$ cat config.mk
export PLATFORM = sky130hd
export DESIGN_NAME = jbs_scan
export DESIGN_NICKNAME = d
export VERILOG_FILES = /design/src/jbs_scan.v /design/src/jbs_buf2.v
export VERILOG_INCLUDE_DIRS = /design/src
export SDC_FILE = /design/constraint.sdc
export NUM_CORES = 1
export LEC_CHECK = 0
export BUFFER_PORTS_ARGS = -buffer_cell sky130_fd_sc_hd__buf_2
export CORE_MARGIN = 1
export CORE_UTILIZATION = 35
export CTS_CLUSTER_SIZE = 40
export DETAILED_ROUTE_END_ITERATION = 7
export GPL_TIMING_DRIVEN = 0
export SLEW_MARGIN = 20
export SYNTH_ARGS = -nofsm -noshare
export SYNTH_HDL_FRONTEND = slang
export SYNTH_SLANG_ARGS = --single-unit
$ cat constraint.sdc
create_clock -name sys_clk -period 4.1 [get_ports sys_clk]
set_input_delay 0.82 -clock sys_clk [delete_from_list [all_inputs] [get_ports sys_clk]]
set_output_delay 0.82 -clock sys_clk [all_outputs]
set_load 0.005 [all_outputs]
$ cat src/jbs_map.vh
// constants of the boundary-scan and command block of the serial debug port
// assumes inclusion by the scan block; definitions only
// Notes on behaviour
// - command 0001 loaded while processor sleeps wakes the processor
// - code 1111 selects one-bit bypass between data in and out, no system effect
// - code 0100 selects sample/preload, boundary chain on scan path
// - during sample/preload pins pass to core and core to pins unchanged
// - sample captures pin or core value at rising clock in capture-dr
// - preload moves shifted data into each cell's parallel output latch
// - code 0000 selects extest; input cells capture board values
// - under extest output pins are driven constantly from output latches; here they stay disabled until an update-dr sets latchValid
// - under extest captured output-cell values never drive the board
// - chain includes oscillator and bus clock pin cells
// - chain excludes power-on reset, manual reset and chip-active pins
// - chain excludes the test port's own five pins
// - loaded commands other than debug interrupt persist until a new one
// - taken debug interrupt command turns into bypass automatically
// - in standby commands are ignored but the tap machine keeps running
// - data in sampled on rising clock, data out changes on falling, driven only in shifts
// - test reset low forces test-logic-reset at once
// - each two-way pin has an active-low control cell enabling its output
`ifndef JBS_MAP_VH
`define JBS_MAP_VH
`define JBS_IR_W        4
`define JBS_CMD_EXTEST  4'h0
`define JBS_CMD_WAKE    4'h1
`define JBS_CMD_DBGINT  4'h2
`define JBS_CMD_SAMPLE  4'h4
`define JBS_CMD_BYPASS  4'hf
`define JBS_IR_CAPTURE  4'h1
// tap states
`define JBS_TLR   4'h0
`define JBS_RTI   4'h1
`define JBS_SDRS  4'h2
`define JBS_CDR   4'h3
`define JBS_SHDR  4'h4
`define JBS_E1DR  4'h5
`define JBS_PDR   4'h6
`define JBS_E2DR  4'h7
`define JBS_UDR   4'h8
`define JBS_SIRS  4'h9
`define JBS_CIR   4'ha
`define JBS_SHIR  4'hb
`define JBS_E1IR  4'hc
`define JBS_PIR   4'hd
`define JBS_E2IR  4'he
`define JBS_UIR   4'hf
`endif

$ cat src/jbs_scan.v
// boundary scan and command handling of the serial debug port
// assumes tck, tms, tdi, trstN are asynchronous pins sampled by sys_clk
`timescale 1ns/1ps
`include "jbs_map.vh"
module jbs_scan #(
	parameter NPIN = 4,
	parameter NIN  = 4
) (
	input  wire            sys_clk,
	input  wire            srst,
	input  wire            tck,
	input  wire            tms,
	input  wire            tdi,
	input  wire            trstN,
	output reg             tdo,
	output reg             tdoOeN,
	input  wire            cpuSleep,
	input  wire            cpuStandby,
	output reg             wakeReq,
	output reg             dbgIntReq,
	input  wire            dbgIntTaken,
	output reg  [3:0]      irOut,
	output reg             cmdValid,
	input  wire            cmdReady,
	input  wire [NIN-1:0]  pinIn,
	output reg  [NIN-1:0]  coreIn,
	input  wire [NPIN-1:0] coreOut,
	input  wire [NPIN-1:0] coreOeN,
	input  wire [NPIN-1:0] padIn,
	output reg  [NPIN-1:0] padOut,
	output reg  [NPIN-1:0] padOeN,
	input  wire [1:0]      oscPins,
	input  wire            busClkPin
);
	// chain: two-way pins (in, out, ctl each), plain inputs, oscillator and bus clock
	// reset pins and the test port itself carry no cells
	localparam NCLK = 3;
	localparam LEN  = 3*NPIN + NIN + NCLK;

	// ********************************
	// pin synchronisers and tck edges
	// ********************************
	reg [1:0] s0Tck, s0Tms, s0Tdi, s0Rst;
	reg       tckD;
	reg [1:0] s0Clk, s0Bus;
	always @(posedge sys_clk) begin
		s0Tck <= {s0Tck[0], tck};
		s0Tms <= {s0Tms[0], tms};
		s0Tdi <= {s0Tdi[0], tdi};
		s0Rst <= {s0Rst[0], trstN};
		s0Clk <= {s0Clk[0], oscPins[0]};
		s0Bus <= {s0Bus[0], busClkPin};
		tckD  <= s0Tck[1];
	end
	wire tckRise = s0Tck[1] & ~tckD;
	wire tckFall = ~s0Tck[1] & tckD;
	wire tRst    = ~s0Rst[1];

	// ********************************
	// tap state machine
	// ********************************
	reg [3:0] st;
	reg [3:0] next_st;
	always @* begin
		case (st)
		`JBS_TLR:  next_st = s0Tms[1] ? `JBS_TLR  : `JBS_RTI;
		`JBS_RTI:  next_st = s0Tms[1] ? `JBS_SDRS : `JBS_RTI;
		`JBS_SDRS: next_st = s0Tms[1] ? `JBS_SIRS : `JBS_CDR;
		`JBS_CDR:  next_st = s0Tms[1] ? `JBS_E1DR : `JBS_SHDR;
		`JBS_SHDR: next_st = s0Tms[1] ? `JBS_E1DR : `JBS_SHDR;
		`JBS_E1DR: next_st = s0Tms[1] ? `JBS_UDR  : `JBS_PDR;
		`JBS_PDR:  next_st = s0Tms[1] ? `JBS_E2DR : `JBS_PDR;
		`JBS_E2DR: next_st = s0Tms[1] ? `JBS_UDR  : `JBS_SHDR;
		`JBS_UDR:  next_st = s0Tms[1] ? `JBS_SDRS : `JBS_RTI;
		`JBS_SIRS: next_st = s0Tms[1] ? `JBS_TLR  : `JBS_CIR;
		`JBS_CIR:  next_st = s0Tms[1] ? `JBS_E1IR : `JBS_SHIR;
		`JBS_SHIR: next_st = s0Tms[1] ? `JBS_E1IR : `JBS_SHIR;
		`JBS_E1IR: next_st = s0Tms[1] ? `JBS_UIR  : `JBS_PIR;
		`JBS_PIR:  next_st = s0Tms[1] ? `JBS_E2IR : `JBS_PIR;
		`JBS_E2IR: next_st = s0Tms[1] ? `JBS_UIR  : `JBS_SHIR;
		`JBS_UIR:  next_st = s0Tms[1] ? `JBS_SDRS : `JBS_RTI;
		default:   next_st = `JBS_TLR;
		endcase
	end

	// decoding used for both the scan path and the pin muxes
	function [1:0] selOf;
		input [3:0] c;
		begin
			case (c)
			`JBS_CMD_EXTEST: selOf = 2'h2;
			`JBS_CMD_SAMPLE: selOf = 2'h1;
			default:         selOf = 2'h0;
			endcase
		end
	endfunction

	// ********************************
	// instruction, bypass and boundary registers
	// ********************************
	reg [3:0]     irShift;
	reg [3:0]     ir;
	reg           bypassBit;
	reg [LEN-1:0] bsrShift;
	reg [LEN-1:0] bsrLatch;
	reg           sampleTdi;
	reg           armIr;
	reg           armDr;
	reg           latchValid;
	wire [1:0]    sel    = selOf(ir);
	wire          extest = (sel == 2'h2);
	wire [LEN-1:0] capVal;
	// two-way pin cells: input cell captures pad; output and control cells capture core, or keep shifted data under extest
	genvar g;
	generate
		for (g = 0; g < NPIN; g = g + 1) begin : gCell
			assign capVal[3*g]   = padIn[g];
			assign capVal[3*g+1] = extest ? bsrShift[3*g+1] : coreOut[g];
			assign capVal[3*g+2] = extest ? bsrShift[3*g+2] : coreOeN[g];
		end
	endgenerate
	assign capVal[LEN-1:3*NPIN] = {s0Bus[1], s0Clk[1], oscPins[1], pinIn};

	// buffer stands between the instruction update and the command consumer
	wire       bufInReady;
	wire       bufOutValid;
	wire [3:0] bufOutData;
	reg        pushCmd;
	reg [3:0]  pushData;
	jbs_buf2 #(.W(4)) uBuf (
		.sys_clk  (sys_clk),
		.srst     (srst),
		.inValid  (pushCmd),
		.inReady  (bufInReady),
		.inData   (pushData),
		.outValid (bufOutValid),
		.outReady (cmdReady | ~cmdValid),
		.outData  (bufOutData)
	);

	always @(posedge sys_clk) begin
		if (srst || tRst) begin
			st         <= `JBS_TLR;
			ir         <= `JBS_CMD_BYPASS;
			irShift    <= `JBS_IR_CAPTURE;
			bypassBit  <= 1'b0;
			bsrShift   <= {LEN{1'b0}};
			bsrLatch   <= {LEN{1'b0}};
			latchValid <= 1'b0;
			sampleTdi  <= 1'b0;
			armIr      <= 1'b0;
			armDr      <= 1'b0;
			tdo        <= 1'b0;
			tdoOeN     <= 1'b1;
			pushCmd    <= 1'b0;
			pushData   <= 4'h0;
			wakeReq    <= 1'b0;
			dbgIntReq  <= 1'b0;
		end else begin
			pushCmd <= 1'b0;
			wakeReq <= 1'b0;
			if (tckRise) begin
				st        <= next_st;
				sampleTdi <= s0Tdi[1];
				// only a rise seen inside a shift state moves data at the next fall
				armIr     <= (st == `JBS_SHIR);
				armDr     <= (st == `JBS_SHDR);
				case (st)
				`JBS_CIR: irShift <= `JBS_IR_CAPTURE;
				`JBS_CDR: begin
					bypassBit <= 1'b0;
					if (sel != 2'h0)
						bsrShift <= capVal;
				end
				`JBS_UDR: if (sel != 2'h0) begin
					bsrLatch   <= bsrShift;
					latchValid <= 1'b1;
				end
				`JBS_UIR: if (!cpuStandby) begin
					ir       <= irShift;
					pushCmd  <= bufInReady;
					pushData <= irShift;
					wakeReq  <= (irShift == `JBS_CMD_WAKE) && cpuSleep;
					if (irShift == `JBS_CMD_DBGINT)
						dbgIntReq <= 1'b1;
				end
				`JBS_TLR: ir <= `JBS_CMD_BYPASS;
				default: ;
				endcase
			end
			if (tckFall) begin
				// shift on falling edge with the bit sampled at the rise;
				// the first fall after capture only presents bit 0
				if (armIr) begin
					tdo     <= irShift[1];
					irShift <= {sampleTdi, irShift[3:1]};
				end else if (armDr) begin
					if (sel == 2'h0) begin
						tdo       <= sampleTdi;
						bypassBit <= sampleTdi;
					end else begin
						tdo      <= bsrShift[1];
						bsrShift <= {sampleTdi, bsrShift[LEN-1:1]};
					end
				end else if (st == `JBS_SHIR) begin
					tdo <= irShift[0];
				end else if (st == `JBS_SHDR) begin
					tdo <= (sel == 2'h0) ? bypassBit : bsrShift[0];
				end
				tdoOeN <= ~((st == `JBS_SHIR) || (st == `JBS_SHDR));
			end
			if (dbgIntReq && dbgIntTaken) begin
				dbgIntReq <= 1'b0;
				ir        <= `JBS_CMD_BYPASS;
			end
		end
	end

	// ********************************
	// command output and pin muxes
	// ********************************
	always @(posedge sys_clk) begin
		if (srst) begin
			cmdValid <= 1'b0;
			irOut    <= `JBS_CMD_BYPASS;
		end else if (cmdReady || !cmdValid) begin
			cmdValid <= bufOutValid;
			if (bufOutValid)
				irOut <= bufOutData;
		end
	end

	generate
		for (g = 0; g < NPIN; g = g + 1) begin : gPin
			always @(posedge sys_clk) begin
				if (srst) begin
					padOut[g] <= 1'b0;
					padOeN[g] <= 1'b1;
				end else if (extest) begin
					// without a preload latchValid stays low, so pins stay off
					padOut[g] <= bsrLatch[3*g+1];
					padOeN[g] <= bsrLatch[3*g+2] | ~latchValid;
				end else begin
					padOut[g] <= coreOut[g];
					padOeN[g] <= coreOeN[g];
				end
			end
		end
	endgenerate

	always @(posedge sys_clk) begin
		if (srst)
			coreIn <= {NIN{1'b0}};
		else
			coreIn <= pinIn;
	end
endmodule // jbs_scan

$ cat src/jbs_buf2.v
// two-entry valid/ready buffer
// assumes one clock, synchronous active-high reset
`timescale 1ns/1ps
module jbs_buf2 #(
	parameter W = 4
) (
	input  wire         sys_clk,
	input  wire         srst,
	input  wire         inValid,
	output wire         inReady,
	input  wire [W-1:0] inData,
	output wire         outValid,
	input  wire         outReady,
	output wire [W-1:0] outData
);
	reg [W-1:0] mem [0:1];
	reg         wrPtr;
	reg         rdPtr;
	reg [1:0]   count;
	wire        doWr = inValid && inReady;
	wire        doRd = outValid && outReady;
	assign inReady  = (count != 2'h2);
	assign outValid = (count != 2'h0);
	assign outData  = mem[rdPtr];
	always @(posedge sys_clk) begin
		if (srst) begin
			wrPtr <= 1'b0;
			rdPtr <= 1'b0;
			count <= 2'h0;
		end else begin
			if (doWr) begin
				mem[wrPtr] <= inData;
				wrPtr <= ~wrPtr;
			end
			if (doRd)
				rdPtr <= ~rdPtr;
			count <= count + {1'b0, doWr} - {1'b0, doRd};
		end
	end
endmodule // jbs_buf2

==> flow_metrics.py <==
metrics = {
    "run_status": {
        "status": "finished clean",
    },
    "yosys": {
        "yosys.area.top_type": "dfxtp_1",
        "synthDistinctLibCells": 54,
        "synth.area.mux_share_pct": 8.267,
        "synth_compound_area_share_pct": 15.87,
        "synth_seq_area_share_pct": 52.80,
        "synth_top_family_by_area": "simple AND/OR/NAND/NOR gates",
        "synth.top_cell.area_share_pct": 46.40,
        "synth_seq_cells": 95,
        "synthAdderAreaFrac_pct": 0.6667,
        "synth_edf_count": 8,
        "synthSimpleGateAreaFrac_pct": 17.07,
        "synth_area_leaders": "dfxtp_1, mux2i_1, edfxtp_1",
        "synth_area_mm2": 0.003754,
        "ys.flop_type": "dfxtp_1",
        "postSynthAreaPerCell_um2": 9.930,
        "synthXorXnorAreaFrac_pct": 1.400,
        "synth_warnings": 0,
        "synth_fp_nets": 409,
        "async_flop_share_pct": 0,
        "syn_inst": 378,
    },
    "timing": {
        "fmax_mhz": 509.1,
        "slew_headroom_pct": 60.44,
        "slew_viol_final": 0,
        "clock_skew_ns": 0.01729,
        "rsz0062_at_grt": "no",
        "post-route-period-util_pct": 47.91,
        "finalHoldViolCount": 0,
        "setup_viol": 0,
        "min_period_ns": 1.964,
        "fin_tns_setup_ns": 0,
        "worstMarginPinSlew_ns": 0.5921,
    },
    "worst_setup_path": {
        "r2r_cells": 8,
        "critPathKind": "input port to flop",
        "crit_path_start": "cmdReady",
        "rrSetupSlack_ns": 2.30,
        "cp.buffers_inverters": 3,
        "r2r_end": "uBuf.count[1]$_SDFF_PP0_",
        "r2r_start": "uBuf.count[1]$_SDFF_PP0_",
        "crit_end": "uBuf.count[1]$_SDFF_PP0_",
        "required_ns": 4.34,
        "slowest_delay_ns": 0.30,
        "path_delay_family": "adder cells",
        "path_cells": "buf_2 -> nand2b_1 -> o21ai_2 -> inv_1 -> ha_1 -> inv_1 -> ha_1 -> xor2_1 -> xnor2_1 -> nor2_1",
        "startpoint_type": "input port",
        "worstSetupEndpointType": "flop",
        "cp_max_fo": 10,
        "cp.depth": 10,
        "arrival_ns": 2.21,
        "cp_slowest_cell": "ha_1",
    },
    "clock_tree": {
        "cts_setup_buffers": 0,
        "clock_latency_ns": 0.36,
        "clockRootBuffer": "clkbuf_8",
        "h-tree-depth": 3,
        "cts_sinks": 95,
        "tritoncts": "yes",
        "ctsHoldBuffers": 0,
        "cts-buffers-inserted": 9,
        "clk_path_buf_depth": 2,
        "cts_resized": 0,
        "clkTransAtPathRegs_ns": 0.09,
    },
    "floorplanning": {
        "fp.dieW_um": 105.6,
        "initial_core_util_pct": 36.20,
        "io-pin-count": 50,
        "core-area_mm2": 0.01037,
        "fp.dieH_um": 105.6,
        "rows": 37,
        "dieArea_mm2": 0.01114,
    },
    "global_route": {
        "grt_usage_pct": 15.35,
        "grt_antenna_before_repair": 0,
        "grt_overflow_total": 0,
        "grt_pass1_vias": 2800,
        "grt_max_degree": 18,
        "grt_pass1_wl_um": 13520,
    },
    "power_and_ir_drop": {
        "p_int_uw": 1416,
        "powerDensity_mw_per_mm2": 424.9,
        "p_sw_share_pct": 24.10,
        "pwr-share-clk_pct": 36.4,
        "leakage_uw": 0.001816,
        "p_sw_uw": 449.6,
        "vdd_drop_max_mv": 0.2445,
        "pwr-share-comb_pct": 10.0,
        "p_seq_share_pct": 53.6,
    },
    "finish": {
        "final_util_pct": 42.34,
        "area.growth.synth_to_final_pct": 16.97,
        "fin_cells": 579,
        "nets": 469,
        "n_antenna_cell": 0,
        "drive_gt1_share_pct": 19.64,
    },
    "route": {
        "routed_wirelength_um": 7969,
        "firstDrtPassIters": 4,
        "wl_per_cell_um": 13.76,
        "via_per_inst": 4.934,
        "drc_errors": 0,
        "drt_iter0_markers": 115,
        "vias": 2857,
        "antenna_left": 0,
    },
    "worst_hold_path": {
        "hold_class": "flop to flop",
    },
    "flow_run": {
        "drv_cap": 0,
    },
    "place": {
        "io_buffer_count": 49,
        "gp_congestion": 0.8069,
        "dp_hpwl_um": 5607,
        "place_inst": 563,
    },
}
-- worst min path at each step --
stage	from	endpoint	slack (ns)	cells after the start
6_report	s0Tdi[0]$_DFF_P_	s0Tdi[1]$_DFF_P_	0.33	0
5_1_grt	s0Tck[0]$_DFF_P_	s0Tck[1]$_DFF_P_	0.34	0
4_1_cts	s0Rst[0]$_DFF_P_	s0Rst[1]$_DFF_P_	0.33	0
3_5_place_dp	s0Clk[0]$_DFF_P_	s0Clk[1]$_DFF_P_	0.31	0
3_3_place_gp	s0Tms[0]$_DFF_P_	s0Tms[1]$_DFF_P_	0.31	0
2_1_floorplan	s0Bus[0]$_DFF_P_	s0Bus[1]$_DFF_P_	0.31	0
-- sequential cells by signal (all words and copies together), names as in the netlist, 2 cells and up --
name and count:
s0Tdi 2, padOeN 4, bsrShift 19, s0Bus 2, s0Tms 2, irShift 4
s0Tck 2, pushData 4, coreIn 4, s0Rst 2, irOut 4, s0Clk 2
st 4, padOut 4, uBuf.mem 8, bsrLatch 8, uBuf.count 2, ir 4
-- area by class of cell --
type	instances	area (um2)
fill	1070	5979
sequential	95	1982
multi-input combinational	250	1624
timing repair buffer	49	245.2
tap	136	170.2
clock buffer	10	127.6
buffer	22	106.4
clock inverter	6	93.84
inverter	11	41.29
-- kinds of logic after synthesis --
group	after synthesis
flops	95
xor+xnor	6
fa+ha+maj	2
compound gates	97
buf+inv	33
mux	31
simple gates	114
-- cells in the final DEF (no fill, tap or decap), types with 5 or more instances in the layout --
cell type and n:
a21oi_1 36, inv_1 11, o21ai_0 18, o21bai_1 5
nor3_1 13, edfxtp_1 8, o21ai_1 10, buf_2 56
clkbuf_1 12, clkbuf_8 9, nor2b_1 14, nand2b_1 5
dfxtp_1 87, nand2_1 26, mux2i_1 31, nor2_1 30
-- per-stage QoR --
stage | cell area [um2] | worst slack [ns] | total power (uW) | hold slack, ns
after floorplan | 3754 | 1.974 | 1142 | 0.3096
after global placement | 4169 | 1.795 | 1206 | 0.3106
after detailed placement | 4169 | 1.750 | 1212 | 0.3121
after CTS | 4390 | 2.144 | 1885 | 0.3321
after global routing | 4390 | 2.056 | 1950 | 0.3391
final | 4390 | 2.136 | 1866 | 0.3312
-- layer usage --
metal	vias up	track usage [%]	routed length, um
met1	1320	19.50	3791
met5	-	0	0
li1	1464	-	-
met2	62	25.14	3709
met4	0	4.960	129
met3	11	4.329	337
-- cell usage after synthesis, types with 3 or more instances --
master / instances
mux2i_1: 31
nand2_1: 26
nor4_1: 3
o21ai_0: 18
dfxtp_1: 87
inv_1: 11
o21bai_1: 5
a31oi_1: 3
nor3_1: 13
a21oi_1: 36
buf_2: 7
nor2b_1: 14
clkbuf_1: 11
xnor2_1: 3
edfxtp_1: 8
a211o_1: 4
o31ai_1: 3
xor2_1: 3
a22oi_1: 4
nor2_1: 30
buf_4: 4
o21ai_1: 10
nand2b_1: 5
-- power by group through the flow --
stage,Clock [uW],Sequential (uW),Combinational (uW)
2_1_floorplan,0,1020,118
3_3_place_gp,0,1020,185
3_5_place_dp,0,1020,189
4_1_cts,694,1000,190
5_1_grt,733,1010,209
6_report,678,1000,187
Power figures use the tool's default switching activity.
